## src/design/iopc_defs.svh

```systemverilog
// register offset, field positions, reset values and timing counts for the irq pacing block
`ifndef IOPC_DEFS_SVH
`define IOPC_DEFS_SVH

// ==========================================================
// register map
`define IOPC_CFG_OFFSET 8'h54
`define IOPC_ADDR_W 8

// ==========================================================
// field positions of interrupt_output_config
`define IOPC_INTERVAL_HI 31
`define IOPC_INTERVAL_LO 24
`define IOPC_RESTART_BIT 14
`define IOPC_ACTIVE_BIT 13
`define IOPC_MASTER_BIT 12
`define IOPC_PIN_EN_BIT 8
`define IOPC_POL_BIT 4
`define IOPC_TYPE_BIT 0

// ==========================================================
// reset values
`define IOPC_CFG_RESET 32'h0000_0000
`define IOPC_INTERVAL_RESET 8'h00

// ==========================================================
// timing: one interval unit is 10 us, clock period 10 ns
`define IOPC_UNIT_US 10
`define IOPC_CLK_PERIOD_NS 10
`define IOPC_TICK_CYCLES ((`IOPC_UNIT_US * 1000) / `IOPC_CLK_PERIOD_NS)

`endif

```

## src/design/iopc_pkg.sv

```systemverilog
// types shared by the irq pacing block
package iopc_pkg;

    // ==========================================================
    // pacing state, gray coded
    typedef enum logic [0:0] {
        IOPC_PASS = 1'b0,
        IOPC_HOLD = 1'b1
    } iopc_state_e;

    typedef logic [7:0] iopc_interval_t;

endpackage

```

## src/design/iopc_top.sv

```systemverilog
// interrupt output stage: master line, deassertion pacing and pin control
//
// Function
// - interval field counts in 10 us units
// - zero interval disables pacing, releases held interrupts
// - new interval takes effect at once, also on an interval in progress
// - power event wake never held back
// - restart bit begins fresh interval, self-clears
// - during interval flag set, pin withheld except for power event wake
// - outside interval flag clear, interrupts pass
// - master bit mirrors any enabled active source
// - master ignores pin enable and pacing
// - pin enable clear keeps pin deasserted
// - pin enable gates only the pin
// - push-pull polarity selects active low or high
// - type bit selects open drain or push-pull
// - open drain ignores polarity, active low
`timescale 1ns/1ps
`include "iopc_defs.svh"

module iopc_top
    import iopc_pkg::*;
#(
    parameter int NUM_SRC = 32,
    parameter int PME_BIT = 17,
    parameter int TICK_CYCLES = `IOPC_TICK_CYCLES
) (
    input wire logic sys_clk,
    input wire logic reset_n,
    input wire logic reg_wr_en,
    input wire logic reg_rd_en,
    input wire logic [`IOPC_ADDR_W-1:0] reg_addr,
    input wire logic [31:0] reg_wdata,
    output logic [31:0] reg_rdata,
    input wire logic [NUM_SRC-1:0] source_status_register,
    input wire logic [NUM_SRC-1:0] source_enable,
    output logic master_irq,
    output logic irq_pin_o,
    output logic irq_pin_oe_n
);

    // ==========================================================
    // elaboration checks
    generate
        if (NUM_SRC < 1 || NUM_SRC > 32) begin : g_bad_num
            $error("iopc_top: NUM_SRC must be 1 to 32");
        end
        if (PME_BIT < 0 || PME_BIT >= NUM_SRC) begin : g_bad_pme
            $error("iopc_top: PME_BIT must address a source");
        end
    endgenerate

    // ==========================================================
    // configuration register
    iopc_interval_t irq_pacing_interval_reg;
    logic pin_enable_reg;
    logic pin_polarity_select_reg;
    logic buffer_push_pull_reg;

    wire cfg_hit = (reg_addr == `IOPC_CFG_OFFSET);
    wire cfg_wr = reg_wr_en && cfg_hit;
    wire cfg_rd = reg_rd_en && cfg_hit;
    wire iopc_interval_t wr_interval = reg_wdata[`IOPC_INTERVAL_HI:`IOPC_INTERVAL_LO];
    wire pacing_restart = cfg_wr && reg_wdata[`IOPC_RESTART_BIT];
    wire interval_zero_wr = cfg_wr && (wr_interval == 8'h00);

    always_ff @(posedge sys_clk) begin
        if (!reset_n) begin
            irq_pacing_interval_reg <= `IOPC_INTERVAL_RESET;
            pin_enable_reg <= 1'b0;
            pin_polarity_select_reg <= 1'b0;
            buffer_push_pull_reg <= 1'b0;
        end else if (cfg_wr) begin
            irq_pacing_interval_reg <= wr_interval;
            pin_enable_reg <= reg_wdata[`IOPC_PIN_EN_BIT];
            pin_polarity_select_reg <= reg_wdata[`IOPC_POL_BIT];
            buffer_push_pull_reg <= reg_wdata[`IOPC_TYPE_BIT];
        end
    end

    // ==========================================================
    // source combination
    logic [NUM_SRC-1:0] src_live;
    logic [NUM_SRC-1:0] src_paced;
    logic pacing_active_flag;

    genvar gi;
    generate
        for (gi = 0; gi < NUM_SRC; gi++) begin : g_src
            assign src_live[gi] = source_status_register[gi] && source_enable[gi];
            if (gi == PME_BIT) begin : g_pme
                assign src_paced[gi] = src_live[gi];
            end else begin : g_norm
                assign src_paced[gi] = src_live[gi] && !pacing_active_flag;
            end
        end
    endgenerate

    // internal line follows enabled sources only, pin enable and pacing play no part
    wire master_next = |src_live;
    wire paced_line = |src_paced;
    // pin enable gates only the pin path
    wire pin_asserted_next = paced_line && pin_enable_reg;

    logic pin_asserted_reg;

    always_ff @(posedge sys_clk) begin
        if (!reset_n) begin
            master_irq <= 1'b0;
            pin_asserted_reg <= 1'b0;
        end else begin
            master_irq <= master_next;
            pin_asserted_reg <= pin_asserted_next;
        end
    end

    // ==========================================================
    // 10 us tick
    logic tick;
    iopc_state_e state_reg;
    iopc_state_e state_next;

    wire fresh_start;

    iopc_tick_gen #(
        .TICK_CYCLES(TICK_CYCLES)
    ) u_tick (
        .sys_clk(sys_clk),
        .reset_n(reset_n),
        .restart(fresh_start),
        .tick(tick)
    );

    // ==========================================================
    // pacing state machine
    iopc_interval_t units_reg;
    iopc_interval_t units_next;

    // interval to use: the value being written takes effect at once
    wire iopc_interval_t live_interval = cfg_wr ? wr_interval : irq_pacing_interval_reg;
    wire pin_fall = pin_asserted_reg && !pin_asserted_next;
    wire start_on_fall = pin_fall && (state_reg == IOPC_PASS);
    assign fresh_start = (pacing_restart || start_on_fall) && (live_interval != 8'h00);
    wire units_done = tick && ((units_reg + 8'h01) >= live_interval);

    always_comb begin
        state_next = state_reg;
        units_next = units_reg;
        case (state_reg)
            IOPC_PASS: begin
                if (fresh_start) begin
                    state_next = IOPC_HOLD;
                    units_next = 8'h00;
                end
            end
            IOPC_HOLD: begin
                if (interval_zero_wr) begin
                    state_next = IOPC_PASS;
                    units_next = 8'h00;
                end else if (pacing_restart) begin
                    units_next = 8'h00;
                end else if (units_done) begin
                    state_next = IOPC_PASS;
                    units_next = 8'h00;
                end else if (tick) begin
                    units_next = units_reg + 8'h01;
                end
            end
            default: begin
                state_next = IOPC_PASS;
                units_next = 8'h00;
            end
        endcase
    end

    always_ff @(posedge sys_clk) begin
        if (!reset_n) begin
            state_reg <= IOPC_PASS;
            units_reg <= 8'h00;
        end else begin
            state_reg <= state_next;
            units_reg <= units_next;
        end
    end

    assign pacing_active_flag = (state_reg == IOPC_HOLD);

    // ==========================================================
    // pin driver
    iopc_pin_driver u_pin (
        .sys_clk(sys_clk),
        .reset_n(reset_n),
        .irq_asserted(pin_asserted_reg),
        .push_pull(buffer_push_pull_reg),
        .pin_polarity_select(pin_polarity_select_reg),
        .irq_pin_o(irq_pin_o),
        .irq_pin_oe_n(irq_pin_oe_n)
    );

    // ==========================================================
    // read data: restart bit reads zero, reserved bits read zero
    logic [31:0] cfg_view;

    always_comb begin
        cfg_view = 32'h0000_0000;
        cfg_view[`IOPC_INTERVAL_HI:`IOPC_INTERVAL_LO] = irq_pacing_interval_reg;
        cfg_view[`IOPC_ACTIVE_BIT] = pacing_active_flag;
        cfg_view[`IOPC_MASTER_BIT] = master_irq;
        cfg_view[`IOPC_PIN_EN_BIT] = pin_enable_reg;
        cfg_view[`IOPC_POL_BIT] = pin_polarity_select_reg;
        cfg_view[`IOPC_TYPE_BIT] = buffer_push_pull_reg;
    end

    wire [31:0] rdata_next = cfg_rd ? cfg_view : 32'h0000_0000;

    always_ff @(posedge sys_clk) begin
        if (!reset_n) begin
            reg_rdata <= 32'h0000_0000;
        end else begin
            reg_rdata <= rdata_next;
        end
    end

endmodule // iopc_top

```

## src/design/iopc_tick_gen.sv

```systemverilog
// divider that makes the one-cycle 10 us pacing tick
`timescale 1ns/1ps
`include "iopc_defs.svh"

module iopc_tick_gen #(
    parameter int TICK_CYCLES = `IOPC_TICK_CYCLES
) (
    input wire logic sys_clk,
    input wire logic reset_n,
    input wire logic restart,
    output logic tick
);

    localparam int CW = (TICK_CYCLES > 1) ? $clog2(TICK_CYCLES) : 1;
    localparam logic [CW-1:0] LAST = CW'(TICK_CYCLES - 1);

    logic [CW-1:0] div_reg;
    logic [CW-1:0] div_next;
    logic tick_next;
    wire at_last = (div_reg == LAST);

    generate
        if (TICK_CYCLES < 2) begin : g_bad
            $error("iopc_tick_gen: TICK_CYCLES must be at least 2");
        end
    endgenerate

    assign div_next = (restart || at_last) ? '0 : div_reg + CW'(1);
    assign tick_next = at_last && !restart;

    always_ff @(posedge sys_clk) begin
        if (!reset_n) begin
            div_reg <= '0;
            tick <= 1'b0;
        end else begin
            div_reg <= div_next;
            tick <= tick_next;
        end
    end

endmodule // iopc_tick_gen

```

## src/design/iopc_pin_driver.sv

```systemverilog
// drives the interrupt pin as open drain or push-pull with selectable polarity
`timescale 1ns/1ps

module iopc_pin_driver (
    input wire logic sys_clk,
    input wire logic reset_n,
    input wire logic irq_asserted,
    input wire logic push_pull,
    input wire logic pin_polarity_select,
    output logic irq_pin_o,
    output logic irq_pin_oe_n
);

    logic pin_next;
    logic oe_n_next;

    // open drain pulls low only while asserted and ignores polarity
    // push-pull drives always, active high only when polarity is set
    assign pin_next = push_pull ? (pin_polarity_select ? irq_asserted : !irq_asserted) : 1'b0;
    assign oe_n_next = push_pull ? 1'b0 : !irq_asserted;

    always_ff @(posedge sys_clk) begin
        if (!reset_n) begin
            irq_pin_o <= 1'b0;
            irq_pin_oe_n <= 1'b1;
        end else begin
            irq_pin_o <= pin_next;
            irq_pin_oe_n <= oe_n_next;
        end
    end

endmodule // iopc_pin_driver

```

## config.mk

```make
export PLATFORM = sky130hd
export DESIGN_NAME = iopc_top
export DESIGN_NICKNAME = d
export VERILOG_FILES = /design/src/design/iopc_pkg.sv /design/src/design/iopc_top.sv /design/src/design/iopc_tick_gen.sv /design/src/design/iopc_pin_driver.sv
export VERILOG_INCLUDE_DIRS = /design/src /design/src/design
export SDC_FILE = /design/constraint.sdc
export NUM_CORES = 1
export LEC_CHECK = 0
export ABC_AREA = 1
export BUFFER_PORTS_ARGS = -buffer_cell sky130_fd_sc_hd__clkbuf_2
export CAP_MARGIN = 40
export CORE_MARGIN = 3
export CORE_UTILIZATION = 49
export DETAILED_ROUTE_END_ITERATION = 16
export PLACE_DENSITY = 0.86
export SYNTH_ARGS = -nofsm -noshare
export SYNTH_HDL_FRONTEND = slang
export SYNTH_SLANG_ARGS = --single-unit
```

## constraint.sdc

```tcl
create_clock -name sys_clk -period 5.2 [get_ports sys_clk]
set_input_delay 0.26 -clock sys_clk [delete_from_list [all_inputs] [get_ports sys_clk]]
set_output_delay 0.26 -clock sys_clk [all_outputs]
set_load 0.02 [all_outputs]
```

==> impl_metrics.json, run 1 <==
{
  "hp-class": "primary input to flop",
  "port_buffers": 103,
  "cap_viol_max_count": 0,
  "period_minus_slack_ns": 2.58,
  "tightest_slew_ns": 0.539,
  "yosys-top-cells-count": "99 x nand2_1, 58 x nor2_1, 48 x dfxtp_1",
  "boundaryPins": 143,
  "irDropWorstVdd_mv": 0.150,
  "start_util": 0.523,
  "finalCritPeriodShare": 0.497,
  "post_layout_nonfiller_instances": 564,
  "cts_hold_buf": 0,
  "fin_nets": 611,
  "yosys.area.top_type_share": 0.349,
  "grt_first_pass_wirelength_mm": 10.0,
  "placementRows": 26,
  "viasPerCell": 4.68,
  "avgSynthCellArea_sq_um": 7.03,
  "synth_area_sq_um": 2760,
  "die_area_sq_um": 6560,
  "synth-seq-area-share": 0.349,
  "die_h_um": 81,
  "drt_iter0_drc": 111,
  "synth_seq_cells": 48,
  "multi_input_area_sq_um": 1470,
  "detail-route-antenna-nets": 0,
  "antenna_found_initial": 0,
  "die_w_um": 81,
  "wl_mm": 6.27,
  "post_cts_resized": 0,
  "largest_reg_flops": 13,
  "fmax_mhz": 387,
  "power.density_nw_per_um2": 221,
  "grt_max_degree": 18,
  "diodes": 0,
  "ys_top_cells_by_area": "dfxtp_1 35%, nand2_1 13%, nor2_1 7.9%",
  "wl_per_cell_um": 11.1,
  "synthDistinctLibCells": 33,
  "insertion_delay_ns": 0.30,
  "crit_fanout": 9,
  "timing.slew.headroom": 0.640,
  "fill_cells": 471,
  "fin_worst_skew_ns": 0.00909,
  "vias": 2638,
  "clk_path_buf_depth": 2,
  "drc": 0,
  "required_ns": 5.40,
  "cts_inserted_buffers": 5,
  "seq_area_sq_um": 961,
  "crit_type": "flop to flop",
  "htreeDepth": 2,
  "drive_gt1_frac": 0.289,
  "start_kind": "flop",
  "hold_viol": 0,
  "yosysWarningCount": 0,
  "setup_ws_ns": 2.62,
  "grt_pass1_vias": 2338,
  "root_buffer": "clkbuf_8",
  "arrival_ns": 2.78,
  "async_flop_share": 0,
  "area_growth_pct": 20.9,
  "firstDrtPassIters": 4,
  "place_congestion": 0.823,
  "core_sq_um": 5270,
  "overflow": 0,
  "status": "finished, final reports clean",
  "tritoncts": "built",
  "rsz0062_at_grt": "false",
  "clock_sinks": 48,
  "place.detailed.hpwl_mm": 4.91,
  "pre_cts_ws_ns": 2.62,
  "synth_top_flop_cell": "dfxtp_1",
  "synth_edf_count": 0,
  "end_kind": "flop",
  "setup_tns_ns": 0,
  "leakage_nw": 1.77,
  "synth_top_area_cell": "dfxtp_1",
  "whs_ns": 0.250,
  "post_cts.repair.setup_buffers": 0,
  "cts.reportedPaths.clkPinSlew_ns": 0.09,
  "grt_usage": 0.192,
  "maxSlewViolCount": 0,
  "placedCellCount": 556,
  "synthCells": 392,
  "total_power_w": 0.000736,
  "finalSetupViolCount": 0,
  "yosysMostFrequentCell": "nand2_1"
}
==> worst max-delay path, cell delays in order (launching register included) <==
cell	delay, ns
dfxtp_1	0.42
inv_1	0.08
nor2_1	0.19
nand3_1	0.15
nand3b_1	0.21
xnor2_1	0.16
ha_1	0.30
nand2_1	0.07
nor2_1	0.15
nand4_1	0.11
o2111ai_1	0.10
nand2_1	0.22
nand3_1	0.13
nand3_1	0.08
nand2_1	0.07
nor2_1	0.05
==> cells in the final DEF, fill, tap and decap left out, drive strengths merged <==
master / instances
ha: 10
bufinv: 1
clkbuf: 109
nor2: 63
a211oi: 1
xor2: 8
xnor2: 3
clkinv: 1
conb: 19
o21ai: 5
nor3: 6
nand3: 36
inv: 48
o21bai: 1
nand4: 2
nand3b: 2
nand2: 111
a21oi: 18
nor3b: 1
dfxtp: 48
o2111ai: 1
==> where the power goes <==
part / total (W) / internal [W] / switching (W)
Clock: 0.000285 / 0.000157 / 0.000128
Sequential: 0.000372 / 0.000370 / 0.00000162
Combinational: 0.0000798 / 0.0000351 / 0.0000447
Total: 0.000736 / 0.000562 / 0.000174
==> through the flow <==
step,cell area (sq um),util
finish,3330,0.632
global route,3330,0.632
CTS,3330,0.632
detailed placement,3210,0.609
global placement,3210,0.609
floorplan,2820,-
==> per-layer routing <==
layer	vias to the layer above	GRT usage	wire, um
li1	1374	-	-
met1	1182	0.222	2580
met2	74	0.354	3220
met3	8	0.0399	403
met4	0	0.0557	57
met5	-	0	0
==> path summary, 6_finish.rpt <==
path,depth (start not counted),slack [ns],to,from
hold / removal,3,0.25,buffer_push_pull_reg$_SDFFE_PN0N_,reg_wdata[0]
setup reg to reg,15,2.62,units_reg[7]$_SDFFE_PN0P_,units_reg[0]$_SDFFE_PN0P_
setup / recovery,15,2.62,units_reg[7]$_SDFFE_PN0P_,units_reg[0]$_SDFFE_PN0P_
hold reg to reg,2,0.43,reg_rdata[12]$_SDFF_PN0_,master_irq$_SDFF_PN0_
==> layout make-up <==
type | instances | area share
Clock inverter | 2 | 0.0116
Clock buffer | 6 | 0.0248
Multi-Input combinational cell | 287 | 0.440
Sequential cell | 48 | 0.288
Timing Repair Buffer | 103 | 0.155
Inverter | 48 | 0.0541
Tap cell | 70 | 0.0263
==> cell families (layout without fill, tap and decap cells) <==
kind of cell             count (synthesis)  in the layout  share of synthesized area
other                                    1             19                    0.00136
XOR/XNOR                                11             11                     0.0350
flip-flops                              48             48                      0.349
adder cells (fa/ha/maj)                 10             10                     0.0454
AO/OA/AOI/OAI                           26             26                     0.0613
AND/OR/NAND/NOR                        221            221                      0.364
buffers and inverters                   75            159                      0.144
(Power assumes the default switching activity.)
==> run 2, diff against run 1 <==
--- a/config.mk
+++ b/config.mk
@@ -10,9 +10,9 @@
 export BUFFER_PORTS_ARGS = -buffer_cell sky130_fd_sc_hd__clkbuf_2
 export CAP_MARGIN = 40
 export CORE_MARGIN = 3
-export CORE_UTILIZATION = 49
+export CORE_UTILIZATION = 41
 export DETAILED_ROUTE_END_ITERATION = 16
-export PLACE_DENSITY = 0.86
+export PLACE_DENSITY = 0.76
 export SYNTH_ARGS = -nofsm -noshare
 export SYNTH_HDL_FRONTEND = slang
 export SYNTH_SLANG_ARGS = --single-unit
==> constraint.sdc (replaced) <==
create_clock -name sys_clk -period 2.2 [get_ports sys_clk]
set_input_delay 0.11 -clock sys_clk [delete_from_list [all_inputs] [get_ports sys_clk]]
set_output_delay 0.11 -clock sys_clk [all_outputs]
set_load 0.02 [all_outputs]
==> run 2 against run 1 <==
The run now ends with setup timing left. Register-to-register slack worse by 2.7 ns. Total power grew 130%. Global-route usage down 1.6 points. Largest cell class unchanged. Highest routed layer unchanged.
==> impl_metrics.json, run 2 (synthesized netlist as in run 1, its figures left out) <==
{
  "detail-route-antenna-nets": 0,
  "port_buffers": 103,
  "place.detailed.hpwl_mm": 5.30,
  "drc": 0,
  "setup_ws_ns": -0.120,
  "overflow": 0,
  "hp-class": "primary input to flop",
  "grt_first_pass_wirelength_mm": 10.9,
  "tritoncts": "built",
  "boundaryPins": 143,
  "wl_per_cell_um": 11.8,
  "largest_reg_flops": 13,
  "die_w_um": 88.0,
  "hold_viol": 0,
  "crit_type": "flop to flop",
  "start_kind": "flop",
  "vias": 2734,
  "crit_fanout": 5,
  "fin_worst_skew_ns": 0.00569,
  "end_kind": "flop",
  "drt_iter0_drc": 96,
  "fin_util": 0.564,
  "place_congestion": 0.832,
  "post_layout_nonfiller_instances": 592,
  "finalSetupViolCount": 9,
  "fin_nets": 632,
  "status": "finished with violations",
  "cts_inserted_buffers": 5,
  "viasPerCell": 4.62,
  "drive_gt1_frac": 0.359,
  "rsz0062_at_grt": "true",
  "timing.slew.headroom": 0.637,
  "clock_sinks": 48,
  "arrival_ns": 2.52,
  "violations": "setup timing",
  "firstDrtPassIters": 4,
  "clk_path_buf_depth": 2,
  "layout.cells.most_common_list": "103 x clkbuf_2, 95 x nand2_1, 56 x nor2_1, 46 x inv_1, 45 x dfxtp_1",
  "root_buffer": "clkbuf_8",
  "required_ns": 2.40,
  "antenna_found_initial": 0,
  "die_h_um": 88.0,
  "cts_hold_buf": 0,
  "insertion_delay_ns": 0.30,
  "grt_usage": 0.176,
  "start_util": 0.429,
  "fmax_mhz": 431,
  "placementRows": 29,
  "power.density_nw_per_um2": 476,
  "cts.reportedPaths.clkPinSlew_ns": 0.10,
  "diodes": 0,
  "cap_viol_max_count": 0,
  "placedCellCount": 579,
  "wl_mm": 6.96,
  "grt_pass1_vias": 2601,
  "core_sq_um": 6420,
  "leakage_nw": 1.89,
  "tightest_slew_ns": 0.542,
  "finalCritPeriodShare": 1.05,
  "grt_max_degree": 18,
  "area_growth_pct": 31.5,
  "die_area_sq_um": 7740,
  "layout.cells.most_common": "clkbuf_2",
  "pre_cts_ws_ns": -0.223,
  "period_minus_slack_ns": 2.32,
  "irDropWorstVdd_mv": 0.373,
  "whs_ns": 0.105,
  "maxSlewViolCount": 0,
  "htreeDepth": 2
}
==> run 2: changes by cell type in the layout (fill, tap and decap cells not counted), moves of 3 or more <==
cell     delta
buf_4      +20
nand2_1     -4
nand3_1     -4
nand3_2     +4
dfxtp_1     -3
ha_1        -3
ha_4        +3
nand2_2     +3
==> run 2: repair_timing <==
item / CTS / global route
buffers inserted: 2 / 2
resized for setup: 18 / 11
endpoints found under the setup margin: 9 / 9
pin swaps: 3 / 6
cloned: 1 / 0
==> run 2: layout make-up <==
class | count | area (sq um)
clock inverter | 3 | 46.3
tap | 77 | 96.3
timing repair buffer | 123 | 666
inverter | 48 | 180
fill | 588 | 2800
sequential | 48 | 970
multi-input combinational | 288 | 1600
clock buffer | 5 | 68.8
==> run 2: metrics by stage <==
step / power [W] / TNS, ns / instance area (sq um)
global route: 0.00181 / -2.28 / 3620
finish: 0.00172 / -0.617 / 3620
detailed placement: 0.00109 / -1.69 / 3340
global placement: 0.00108 / -0.948 / 3340
floorplan: 0.00103 / 0 / 2820
CTS: 0.00174 / -0.370 / 3540
==> run 2: worst max-delay path: stages, from the launching register on <==
cell and delay, ns:
dfxtp_4 0.38, ha_4 0.13, nand3_2 0.08, nand3b_1 0.22, xnor2_2 0.17, ha_1 0.34
nand2_4 0.08, nor2_4 0.09, nand4_1 0.13, o2111ai_4 0.13, nand2_4 0.12, nand3_2 0.11
nand3_2 0.09, nand2_1 0.09, nor2_1 0.04
==> run 2: worst paths after layout <==
kind	depth (start not counted)	start	slack, ns	end
worst max register to register	14	units_reg[1]$_SDFFE_PN0P_	-0.12	units_reg[7]$_SDFFE_PN0P_
worst min-delay path	3	reg_wdata[0]	0.11	buffer_push_pull_reg$_SDFFE_PN0N_
worst min register to register	2	irq_pacing_interval_reg[6]$_SDFF_PN0_	0.43	reg_rdata[30]$_SDFF_PN0_
worst max-delay path	14	units_reg[1]$_SDFFE_PN0P_	-0.12	units_reg[7]$_SDFFE_PN0P_
==> run 2: report_power, final <==
| part | leakage [nW] | switching [W] | internal, W |
|---|---|---|---|
| clock network | 0.0548 | 0.000309 | 0.000343 |
| registers | 0.390 | 0.00000387 | 0.000872 |
| logic | 1.45 | 0.000110 | 0.0000862 |
| total | 1.89 | 0.000424 | 0.00130 |
==> run 2: metal layers <==
| layer | routed length, um | up-vias | global-route usage |
|---|---|---|---|
| met1 | 2760 | 1231 | 0.192 |
| met4 | 52 | 0 | 0.0446 |
| met2 | 3750 | 76 | 0.347 |
| li1 | - | 1423 | - |
| met5 | 0 | - | 0 |
| met3 | 399 | 4 | 0.0301 |
